$ cat config.mk
export PLATFORM = sky130hd
export DESIGN_NAME = cpu_event_logic
export DESIGN_NICKNAME = d
export VERILOG_FILES = /design/src/core/cpu_evt_pkg.sv /design/src/core/sync2.sv /design/src/core/periodic_timer.sv /design/src/core/cpu_event_logic.sv
export SDC_FILE = /design/constraint.sdc
export NUM_CORES = 1
export LEC_CHECK = 0
export BUFFER_PORTS_ARGS = -buffer_cell sky130_fd_sc_hd__buf_2
export CAP_MARGIN = 20
export CELL_PAD_IN_SITES_DETAIL_PLACEMENT = 1
export CELL_PAD_IN_SITES_GLOBAL_PLACEMENT = 1
export CORE_MARGIN = 1.5
export CORE_UTILIZATION = 44
export DETAILED_ROUTE_END_ITERATION = 10
export PLACE_DENSITY_LB_ADDON = 0.1
export SLEW_MARGIN = 30
export SYNTH_ARGS = -nofsm -noshare
export SYNTH_HDL_FRONTEND = slang
export SYNTH_HIERARCHICAL = 1
export SYNTH_SLANG_ARGS = --single-unit
$ cat constraint.sdc
create_clock -name sys_clk_i -period 4.5 [get_ports sys_clk_i]
set_input_delay 0.45 -clock sys_clk_i [delete_from_list [all_inputs] [get_ports sys_clk_i]]
set_output_delay 0.45 -clock sys_clk_i [all_outputs]
set_load 0.02 [all_outputs]
$ cat src/core/cpu_evt_pkg.sv
// Purpose: shared constants of the clock/power event logic
// Assumes: 8-bit register port, 10-bit byte address
// Notes:   offsets, bit positions, reset values, timing counts
package cpu_evt_pkg;

  localparam int unsigned ADDR_W = 10;
  localparam int unsigned DATA_W = 8;

  // register offsets
  localparam logic [9:0] OFS_CTRL   = 10'h2f0;
  localparam logic [9:0] OFS_FLAGS  = 10'h2f1;
  localparam logic [9:0] OFS_STATUS = 10'h2f2;
  localparam logic [9:0] OFS_RATE   = 10'h2f3;
  localparam logic [9:0] OFS_TEST   = 10'h2f6;

  // control register bits
  localparam int unsigned CTL_PERIODIC_IE = 0;
  localparam int unsigned CTL_PLL_IE      = 1;
  localparam int unsigned CTL_CRYSTAL_IE  = 2;
  localparam int unsigned CTL_LOW_IE      = 3;
  localparam int unsigned CTL_CRYSTAL_EN  = 4;
  localparam int unsigned CTL_FILTER      = 5;

  // flag register bits (write one to clear)
  localparam int unsigned FLG_PERIODIC = 0;
  localparam int unsigned FLG_PLL      = 1;
  localparam int unsigned FLG_CRYSTAL  = 2;
  localparam int unsigned FLG_LOW      = 3;

  // status register bits
  localparam int unsigned STS_LOCK     = 0;
  localparam int unsigned STS_QUAL     = 1;
  localparam int unsigned STS_LOW      = 2;

  // reset values
  localparam logic [7:0] CTRL_RST = 8'h00;
  localparam logic [7:0] RATE_RST = 8'h00;
  localparam logic [7:0] TEST_RST = 8'h00;

  // timing
  localparam int unsigned CLK_PERIOD_NS = 10;
  localparam int unsigned QUAL_TIME_NS  = 1000;
  localparam int unsigned QUAL_CYCLES   =
    (QUAL_TIME_NS + CLK_PERIOD_NS - 1) / CLK_PERIOD_NS;
  localparam int unsigned PRESCALE_CYCLES = 16;

  typedef enum logic [2:0] {
    XTAL_OFF  = 3'b001,
    XTAL_WAIT = 3'b010,
    XTAL_QUAL = 3'b100
  } xtal_state_t;

endpackage : cpu_evt_pkg

$ cat src/core/sync2.sv
// Purpose: two-flop synchroniser for asynchronous levels
// Assumes: inputs are slow levels, not pulses
// Notes:   only the second stage leaves this module
`timescale 1ns/100ps
`default_nettype none
module sync2 #(
  parameter int unsigned WIDTH = 1
) (
  input  wire logic             sys_clk_i,
  input  wire logic             rst_n_i,
  input  wire logic [WIDTH-1:0] async_i,
  output logic      [WIDTH-1:0] sync_o
);
  logic [WIDTH-1:0] meta_r;

  if (WIDTH < 1) begin : g_bad_width
    $error("sync2: WIDTH must be at least 1");
  end

  always_ff @(posedge sys_clk_i or negedge rst_n_i) begin
    if (!rst_n_i) begin
      meta_r <= '0;
      sync_o <= '0;
    end else begin
      meta_r <= async_i;
      sync_o <= meta_r;
    end
  end
endmodule : sync2
`default_nettype wire

$ cat src/core/periodic_timer.sv
// Purpose: periodic timeout generator
// Assumes: rate 0 stops the timer
// Notes:   period = (rate[3:0]+1) << rate[6:4] prescaled units
`timescale 1ns/100ps
`default_nettype none
module periodic_timer
  import cpu_evt_pkg::*;
#(
  parameter int unsigned PRESCALE = PRESCALE_CYCLES
) (
  input  wire logic       sys_clk_i,
  input  wire logic       rst_n_i,
  input  wire logic [7:0] rate_i,
  input  wire logic       restart_i,
  output logic            tick_o
);
  logic [15:0] pre_r;
  logic [10:0] unit_r;
  logic [10:0] last_unit;
  logic        unit_end;
  logic        period_end;

  if (PRESCALE < 1 || PRESCALE > 65536) begin : g_bad_prescale
    $error("periodic_timer: bad PRESCALE");
  end

  assign last_unit  = (11'({7'h00, rate_i[3:0]} + 11'h001) << rate_i[6:4]) - 11'h001;
  assign unit_end   = (pre_r == 16'(PRESCALE - 1));
  assign period_end = unit_end && (unit_r == last_unit);

  // next period begins on the same edge tick_o is raised
  always_ff @(posedge sys_clk_i or negedge rst_n_i) begin
    if (!rst_n_i) begin
      pre_r  <= 16'h0000;
      unit_r <= 11'h000;
    end else if (restart_i || rate_i == 8'h00 || period_end) begin
      pre_r  <= 16'h0000;
      unit_r <= 11'h000;
    end else if (unit_end) begin
      pre_r  <= 16'h0000;
      unit_r <= unit_r + 11'h001;
    end else begin
      pre_r  <= pre_r + 16'h0001;
    end
  end

  always_ff @(posedge sys_clk_i or negedge rst_n_i) begin
    if (!rst_n_i) tick_o <= 1'b0;
    else          tick_o <= period_end && !restart_i && rate_i != 8'h00;
  end

  a_restart_clears: assert property (@(posedge sys_clk_i) disable iff (!rst_n_i)
    restart_i |=> (pre_r == 16'h0000 && unit_r == 11'h000 && !tick_o))
    else $error("timer did not restart on rate write");
endmodule : periodic_timer
`default_nettype wire

$ cat src/core/cpu_event_logic.sv
// Purpose: event and status logic of the clock, reset and power unit
// Assumes: pll lock and supply comparator are asynchronous levels;
//          stop, mode and pll config inputs are on sys_clk_i
// Notes:   registers reached over a plain strobe port
`timescale 1ns/100ps
`default_nettype none
module cpu_event_logic
  import cpu_evt_pkg::*;
#(
  parameter int unsigned QUAL_CNT = QUAL_CYCLES,
  parameter int unsigned PRESCALE = PRESCALE_CYCLES
) (
  input  wire logic                           sys_clk_i,
  input  wire logic                           rst_n_i,
  input  wire logic [cpu_evt_pkg::ADDR_W-1:0] addr_i,
  input  wire logic [cpu_evt_pkg::DATA_W-1:0] wr_data_i,
  input  wire logic                           wr_en_i,
  input  wire logic                           rd_en_i,
  output logic      [cpu_evt_pkg::DATA_W-1:0] rd_data_o,
  input  wire logic                           pll_lock_i,
  input  wire logic                           pll_cfg_change_i,
  input  wire logic                           full_stop_i,
  input  wire logic                           full_perf_mode_i,
  input  wire logic                           supply_low_i,
  input  wire logic                           special_mode_i,
  output logic                                periodic_irq_o,
  output logic                                pll_irq_o,
  output logic                                crystal_irq_o,
  output logic                                low_supply_irq_o,
  output logic                                crystal_qualified_o,
  output logic                                spike_filter_on_o
);
  import cpu_evt_pkg::*;

  if (QUAL_CNT < 1 || QUAL_CNT > 65535) begin : g_bad_qual
    $error("cpu_event_logic: bad QUAL_CNT");
  end

  // ---- register storage
  logic [7:0]  ctrl_r;
  logic [7:0]  rate_r;
  logic [7:0]  test_r;
  logic [3:0]  flags_r;
  logic [3:0]  flags_nxt;
  logic        low_status_r;
  logic        lock_prev_r;
  logic        qual_prev_r;
  logic        low_prev_r;
  logic [15:0] qual_cnt_r;
  xtal_state_t xtal_r;
  xtal_state_t xtal_nxt;

  logic [1:0]  async_s;
  logic        lock_s;
  logic        low_s;
  logic        tick;
  logic        qual;
  logic        kill;

  // one decode shared by read and write paths
  function automatic logic hit(input logic [9:0] a, input logic [9:0] ofs);
    hit = (a == ofs);
  endfunction : hit

  logic wr_ctrl;
  logic wr_flags;
  logic wr_rate;
  logic wr_test;
  assign wr_ctrl  = wr_en_i && hit(addr_i, OFS_CTRL);
  assign wr_flags = wr_en_i && hit(addr_i, OFS_FLAGS);
  assign wr_rate  = wr_en_i && hit(addr_i, OFS_RATE);
  assign wr_test  = wr_en_i && hit(addr_i, OFS_TEST);

  // ---- asynchronous inputs
  sync2 #(
    .WIDTH (2)
  ) u_sync (
    .sys_clk_i (sys_clk_i),
    .rst_n_i   (rst_n_i),
    .async_i   ({supply_low_i, pll_lock_i}),
    .sync_o    (async_s)
  );
  assign lock_s = async_s[0];
  assign low_s  = async_s[1];

  // ---- periodic timer
  periodic_timer #(
    .PRESCALE (PRESCALE)
  ) u_timer (
    .sys_clk_i (sys_clk_i),
    .rst_n_i   (rst_n_i),
    .rate_i    (rate_r),
    .restart_i (wr_rate),
    .tick_o    (tick)
  );

  // ---- software registers
  always_ff @(posedge sys_clk_i or negedge rst_n_i) begin
    if (!rst_n_i) begin
      ctrl_r <= CTRL_RST;
    end else if (wr_ctrl) begin
      ctrl_r <= {2'b00, wr_data_i[5:0]};
    end
  end

  always_ff @(posedge sys_clk_i or negedge rst_n_i) begin
    if (!rst_n_i) begin
      rate_r <= RATE_RST;
    end else if (wr_rate) begin
      rate_r <= {1'b0, wr_data_i[6:0]};
    end
  end

  // factory test: readable always, writes outside special mode dropped
  always_ff @(posedge sys_clk_i or negedge rst_n_i) begin
    if (!rst_n_i) begin
      test_r <= TEST_RST;
    end else if (wr_test && special_mode_i) begin
      test_r <= wr_data_i;
    end
  end

  // ---- crystal qualification
  // any of these loses the qualified status at once
  assign kill = !ctrl_r[CTL_CRYSTAL_EN] || full_stop_i || !lock_s
                || pll_cfg_change_i;

  always_comb begin
    xtal_nxt = xtal_r;
    case (xtal_r)
      XTAL_OFF: begin
        if (!kill) begin
          xtal_nxt = ctrl_r[CTL_FILTER] ? XTAL_WAIT : XTAL_QUAL;
        end
      end
      XTAL_WAIT: begin
        if (kill) begin
          xtal_nxt = XTAL_OFF;
        end else if (qual_cnt_r == 16'(QUAL_CNT - 1)) begin
          xtal_nxt = XTAL_QUAL;
        end
      end
      XTAL_QUAL: begin
        if (kill) begin
          xtal_nxt = XTAL_OFF;
        end
      end
      default: begin
        xtal_nxt = XTAL_OFF;
      end
    endcase
  end

  always_ff @(posedge sys_clk_i or negedge rst_n_i) begin
    if (!rst_n_i) xtal_r <= XTAL_OFF;
    else          xtal_r <= xtal_nxt;
  end

  // filter settle time only counts while waiting
  always_ff @(posedge sys_clk_i or negedge rst_n_i) begin
    if (!rst_n_i) begin
      qual_cnt_r <= 16'h0000;
    end else if (xtal_r == XTAL_WAIT && !kill) begin
      qual_cnt_r <= qual_cnt_r + 16'h0001;
    end else begin
      qual_cnt_r <= 16'h0000;
    end
  end

  assign qual = (xtal_r == XTAL_QUAL);

  // ---- low supply status, set only in full performance mode, cleared on recovery in any mode
  always_ff @(posedge sys_clk_i or negedge rst_n_i) begin
    if (!rst_n_i) begin
      low_status_r <= 1'b0;
    end else if (full_perf_mode_i && low_s) begin
      low_status_r <= 1'b1;
    end else if (!low_s) begin
      low_status_r <= 1'b0;
    end
  end

  // ---- change detection history
  always_ff @(posedge sys_clk_i or negedge rst_n_i) begin
    if (!rst_n_i) begin
      lock_prev_r <= 1'b0;
      qual_prev_r <= 1'b0;
      low_prev_r  <= 1'b0;
    end else begin
      lock_prev_r <= lock_s;
      qual_prev_r <= qual;
      low_prev_r  <= low_status_r;
    end
  end

  // ---- flags: a set in the clearing cycle wins
  logic [3:0] flag_set;
  logic [3:0] flag_clr;
  assign flag_set[FLG_PERIODIC] = tick;
  assign flag_set[FLG_PLL]      = lock_s != lock_prev_r;
  assign flag_set[FLG_CRYSTAL]  = qual != qual_prev_r;
  assign flag_set[FLG_LOW]      = (low_status_r != low_prev_r)
                                  && ctrl_r[CTL_LOW_IE];
  assign flag_clr = wr_flags ? wr_data_i[3:0] : 4'h0;

  assign flags_nxt = flag_set | (flags_r & ~flag_clr);

  always_ff @(posedge sys_clk_i or negedge rst_n_i) begin
    if (!rst_n_i) flags_r <= 4'h0;
    else          flags_r <= flags_nxt;
  end

  // ---- interrupt requests, registered from flag and enable
  always_ff @(posedge sys_clk_i or negedge rst_n_i) begin
    if (!rst_n_i) begin
      periodic_irq_o   <= 1'b0;
      pll_irq_o        <= 1'b0;
      crystal_irq_o    <= 1'b0;
      low_supply_irq_o <= 1'b0;
    end else begin
      periodic_irq_o   <= flags_r[FLG_PERIODIC] && ctrl_r[CTL_PERIODIC_IE];
      pll_irq_o        <= flags_r[FLG_PLL] && ctrl_r[CTL_PLL_IE];
      crystal_irq_o    <= flags_r[FLG_CRYSTAL] && ctrl_r[CTL_CRYSTAL_IE];
      low_supply_irq_o <= flags_r[FLG_LOW] && ctrl_r[CTL_LOW_IE];
    end
  end

  // ---- crystal outputs
  always_ff @(posedge sys_clk_i or negedge rst_n_i) begin
    if (!rst_n_i) begin
      crystal_qualified_o <= 1'b0;
      spike_filter_on_o   <= 1'b0;
    end else begin
      crystal_qualified_o <= qual;
      // filter off means the clock passes unfiltered
      spike_filter_on_o   <= ctrl_r[CTL_CRYSTAL_EN] && ctrl_r[CTL_FILTER];
    end
  end

  // ---- read port, data one cycle after the strobe
  always_ff @(posedge sys_clk_i or negedge rst_n_i) begin
    if (!rst_n_i) begin
      rd_data_o <= 8'h00;
    end else if (rd_en_i) begin
      if (hit(addr_i, OFS_CTRL)) begin
        rd_data_o <= ctrl_r;
      end else if (hit(addr_i, OFS_FLAGS)) begin
        rd_data_o <= {4'h0, flags_r};
      end else if (hit(addr_i, OFS_STATUS)) begin
        rd_data_o <= {5'h00, low_status_r, qual, lock_s};
      end else if (hit(addr_i, OFS_RATE)) begin
        rd_data_o <= rate_r;
      end else if (hit(addr_i, OFS_TEST)) begin
        rd_data_o <= test_r;
      end else begin
        rd_data_o <= 8'h00;
      end
    end else begin
      rd_data_o <= 8'h00;
    end
  end

  // ---- checks
  a_periodic_flag_set: assert property (@(posedge sys_clk_i) disable iff (!rst_n_i)
    tick |=> flags_r[FLG_PERIODIC])
    else $error("timeout did not set periodic flag");

  a_periodic_irq_gate: assert property (@(posedge sys_clk_i) disable iff (!rst_n_i)
    !ctrl_r[CTL_PERIODIC_IE] ##1 !ctrl_r[CTL_PERIODIC_IE] |-> !periodic_irq_o)
    else $error("periodic irq raised while disabled");

  a_lock_change_flag: assert property (@(posedge sys_clk_i) disable iff (!rst_n_i)
    (lock_s != $past(lock_s)) |=> flags_r[FLG_PLL])
    else $error("lock change not flagged");

  a_pll_irq_follows: assert property (@(posedge sys_clk_i) disable iff (!rst_n_i)
    pll_irq_o == $past(flags_r[FLG_PLL] && ctrl_r[CTL_PLL_IE]))
    else $error("pll irq not flag and enable");

  a_flag_write_clear: assert property (@(posedge sys_clk_i) disable iff (!rst_n_i)
    (wr_flags && wr_data_i[FLG_PLL] && !flag_set[FLG_PLL]) |=> !flags_r[FLG_PLL])
    else $error("write one did not clear lock flag");

  a_flag_zero_keeps: assert property (@(posedge sys_clk_i) disable iff (!rst_n_i)
    (wr_flags && !wr_data_i[FLG_LOW] && flags_r[FLG_LOW]) |=> flags_r[FLG_LOW])
    else $error("write zero cleared a flag");

  a_crystal_off_zero: assert property (@(posedge sys_clk_i) disable iff (!rst_n_i)
    !ctrl_r[CTL_CRYSTAL_EN] |=> !qual ##1 !crystal_qualified_o)
    else $error("qualified while crystal disabled");

  a_qual_needs_lock: assert property (@(posedge sys_clk_i) disable iff (!rst_n_i)
    $rose(qual) |-> $past(lock_s) && $past(ctrl_r[CTL_CRYSTAL_EN]))
    else $error("qualified without lock");

  a_cfg_change_clears: assert property (@(posedge sys_clk_i) disable iff (!rst_n_i)
    pll_cfg_change_i |=> !qual)
    else $error("pll reconfig kept qualified status");

  a_crystal_flag_set: assert property (@(posedge sys_clk_i) disable iff (!rst_n_i)
    (qual != $past(qual)) |=> flags_r[FLG_CRYSTAL])
    else $error("qualified change not flagged");

  a_low_status_clear: assert property (@(posedge sys_clk_i) disable iff (!rst_n_i)
    !low_s |=> !low_status_r)
    else $error("low status kept after recovery");

  a_low_flag_gated: assert property (@(posedge sys_clk_i) disable iff (!rst_n_i)
    (!ctrl_r[CTL_LOW_IE] && !flags_r[FLG_LOW]) |=> !flags_r[FLG_LOW])
    else $error("low flag set while disabled");

  a_test_write_guard: assert property (@(posedge sys_clk_i) disable iff (!rst_n_i)
    (wr_test && !special_mode_i) |=> $stable(test_r))
    else $error("test register written outside special mode");
endmodule : cpu_event_logic
`default_nettype wire

==> results.md <==
- CTS Buf Count: 9
- Area Growth Syn to Fin: 11.4%
- # IOs: 42
- Root Buffer: clkbuf_16
- Setup Fix Bufs, Post-CTS: 0
- Vias after detailed routing: 4187
- Critical path class: reg -> reg
- RSZ-0062 raised after global routing: false
- Core area: 11500 sq um
- Final Hold Viols: 0
- Site Rows: 39
- Clock Latency Late Sink: 0.34 ns
- Critical path peak fanout: 13
- Crit path capture type: flip-flop
- Xor/xnor share of the synthesized area: 0.0852
- Final setup viols: 0
- Fmax: 278 MHz
- Share of cells above drive strength 1: 0.165
- Synth Flop Type: dfrtp_1
- CTS tree: done
- Post-Synth Adder-Cell Area: 0.0143
- Flop2flop setup slack: 0.90 ns
- Slew Viols, Final: 0
- Failing checks: design-rule violations
- Crit path time final: 3.60 ns
- Number of buffers added on ports: 41
- Sequential fraction of the synthesis area: 0.444
- Die height: 112 microns
- Crit path buffers/inverters: 1
- Mapped Nets: 561
- Main combinational cell family by area after synthesis: simple AND/OR/NAND/NOR gates
- Slew Limit Headroom: 0.389
- Post-Syn Area per Cell: 9.95 sq um
- LEAKAGE: 0.00253 uW
- CP peak stage delay: 0.57 ns
- Fin crit share: 0.801
- WP data required: 4.73 ns
- Ant. Diodes: 0
- RD Place Congestion: 0.867
- Vias in the first global route: 4440
- Share of synthesized registers carrying an async set or reset: 1.00
- Mapped Cells: 527
- DRT antenna net count: 0
- Remaining DRCs: 5
- # fillers: 1329
- Clock transition at path regs: 0.07 ns
- Clock Skew: 0.00630 ns
- Synth Cell Area: 5240 sq um
- Die Wd: 112 microns
- Netlist cell types: 72
- Startpoint Class: flip-flop
- Synth Area in Compound Gates: 0.142
- CP max stage cell: dfrtp_1
- Post-DP HPWL: 9640 microns
- M1 WL: 6090 microns
- Crit path cell chain: inv_1, ha_1, or3b_1, o211a_2, a221oi_4, nand4_2, nor4b_1, xnor2_1, o2111ai_2, o21ba_2
- EDFF count, synth: 0
- PostCTS Resize Cnt: 0
- Crit path launch: rate_r[0]
- Uppermost layer routed: met4
- First-pass GRT wire length: 22600 microns
- Reg area: 2330 sq um
- CP delay by family, top: compound AO/OA/AOI/OAI gates
- Reg2reg start: rate_r[0]
- #FFs+latches synth: 93
- Met2 routed WL: 6610 microns
- Routed WL: 13200 microns
- Post-synthesis mux area share: 0.0470
- Simple-gate portion of the synthesized area: 0.235
- Met3 Routed Length: 262 microns
- Peak VDD IR: 190 uV
- Ys Warns: 6
- Initial antenna violation count: 0
- Worst-case clock buffer depth: 2
- Area of the multi-input gates: 2750 sq um
- Hold Buf Count CTS: 0
- Largest net degree at the start of global routing: 51
- Outcome: complete, but fails checks
- Overflow left after global routing: 0
- Pwr Density: 304 nW/um^2
- Layout Nets: 592
- Pwr Total: 1770 uW
- Max-cap violations: 0
- Drt initial violations: 223
- Gr usage total: 0.225
- Vias per inst: 5.93
- H-tree depth: 3
- WL/cell: 18.7 microns
- Final worst slack: 0.898 ns
- Die ar.: 12600 sq um
- Critical Path AT: 3.83 ns
- Worst slack, placed: 0.737 ns
- Drt first pass iters: 7
- Sink Count: 93
- Starting Density: 0.455
- Worst slew pin tran: 0.914 ns
- Hold Path Class: in -> async
- Setup TNS: 0 ns
==> synth_stat cells, types with 5 or more instances <==
cell type	instances	area [sq um]
o21a_1	14	105
inv_1	13	48.8
nor4_1	6	37.5
nor3b_1	5	37.5
and4_1	12	105
nand3_1	19	95.1
nor2b_1	8	50.1
mux2_2	21	236
and2_1	7	43.8
nor3_1	6	30.0
and3_1	8	50.1
nand2_1	34	128
o21ai_0	18	90.1
a21boi_0	5	37.5
a21oi_1	17	85.1
or3_1	9	56.3
nand2b_1	10	62.6
nand4_1	18	113
ha_1	6	75.1
o211ai_1	7	52.6
clkbuf_1	12	45.0
xor2_1	32	280
dfrtp_1	92	2300
xnor2_1	19	166
nor2_1	48	180
==> layer usage <==
metal	vias up	track usage
li1	1972	-
met1	2142	0.297
met2	53	0.378
met3	20	0.0383
met4	0	0.0743
met5	-	0
==> layout make-up <==
class / instances / share of cell area
Clock buffer: 12 / 0.0422
Tap cell: 143 / 0.0306
Multi-Input combinational cell: 399 / 0.471
Sequential cell: 93 / 0.399
Clock inverter: 4 / 0.0124
Timing Repair Buffer: 42 / 0.0368
Inverter: 13 / 0.00835
==> kinds of logic after synthesis <==
| group | Yosys count |
|---|---|
| compound gates | 103 |
| xor+xnor | 51 |
| fa+ha+maj | 6 |
| buf+inv | 35 |
| flops | 93 |
| mux | 22 |
| other cells | 1 |
| simple gates | 216 |
==> power breakdown <==
part           switching (uW)  internal [uW]
Sequential               11.3            847
Clock                     311            501
Combinational            66.2           36.5
==> worst register-to-register path: stages, from the launching register on <==
cell	delay [ns]
dfrtp_1	0.57
inv_1	0.12
ha_1	0.37
or3b_1	0.41
o211a_2	0.18
a221oi_4	0.42
nand4_2	0.16
nor4b_1	0.36
xnor2_1	0.19
o2111ai_2	0.38
o21ba_2	0.33
==> state kept, by name, summed over array words and instances (netlist names), 3 cells and up <==
name / cells
ctrl_r: 6
flags_r: 4
qual_cnt_r: 16
rate_r: 7
rd_data_o: 8
test_r: 8
u_timer/pre_r: 16
u_timer/unit_r: 11
xtal_r: 3
==> path summary, 6_finish.rpt <==
check | to | cells after the start
worst max-delay path | u_timer/unit_r[2] | 10
worst min-delay path | u_sync/sync_o[1] | 1
worst max register to register | u_timer/unit_r[2] | 10
worst min register to register | u_sync/sync_o[0] | 0
max in group asynchronous | u_timer/pre_r[14] | 2
min in group sys_clk_i | u_sync/meta_r[1] | 1
==> metrics by stage <==
step	area (sq um)	utilization	hold slack, ns	std cells
6_report	5840	0.507	0.104	706
5_1_grt	5840	0.507	0.141	706
4_1_cts	5840	0.507	0.115	706
3_5_place_dp	5520	0.479	0.337	690
3_3_place_gp	5520	0.479	0.333	690
2_1_floorplan	5240	-	0.154	527
==> cell usage in the layout, fill, tap and decap left out, types with 8 or more instances in the layout <==
cell type	instances
dfrtp_1	92
nor2_1	48
buf_2	40
nand2_1	34
xor2_1	32
mux2_2	21
nand3_1	19
xnor2_1	19
nand4_1	18
o21ai_0	18
a21oi_1	17
o21a_1	14
inv_1	13
and4_1	12
nand2b_1	10
or3_1	9
clkbuf_16	9
nor2b_1	8
and3_1	8
Power figures use the tool's default switching activity.
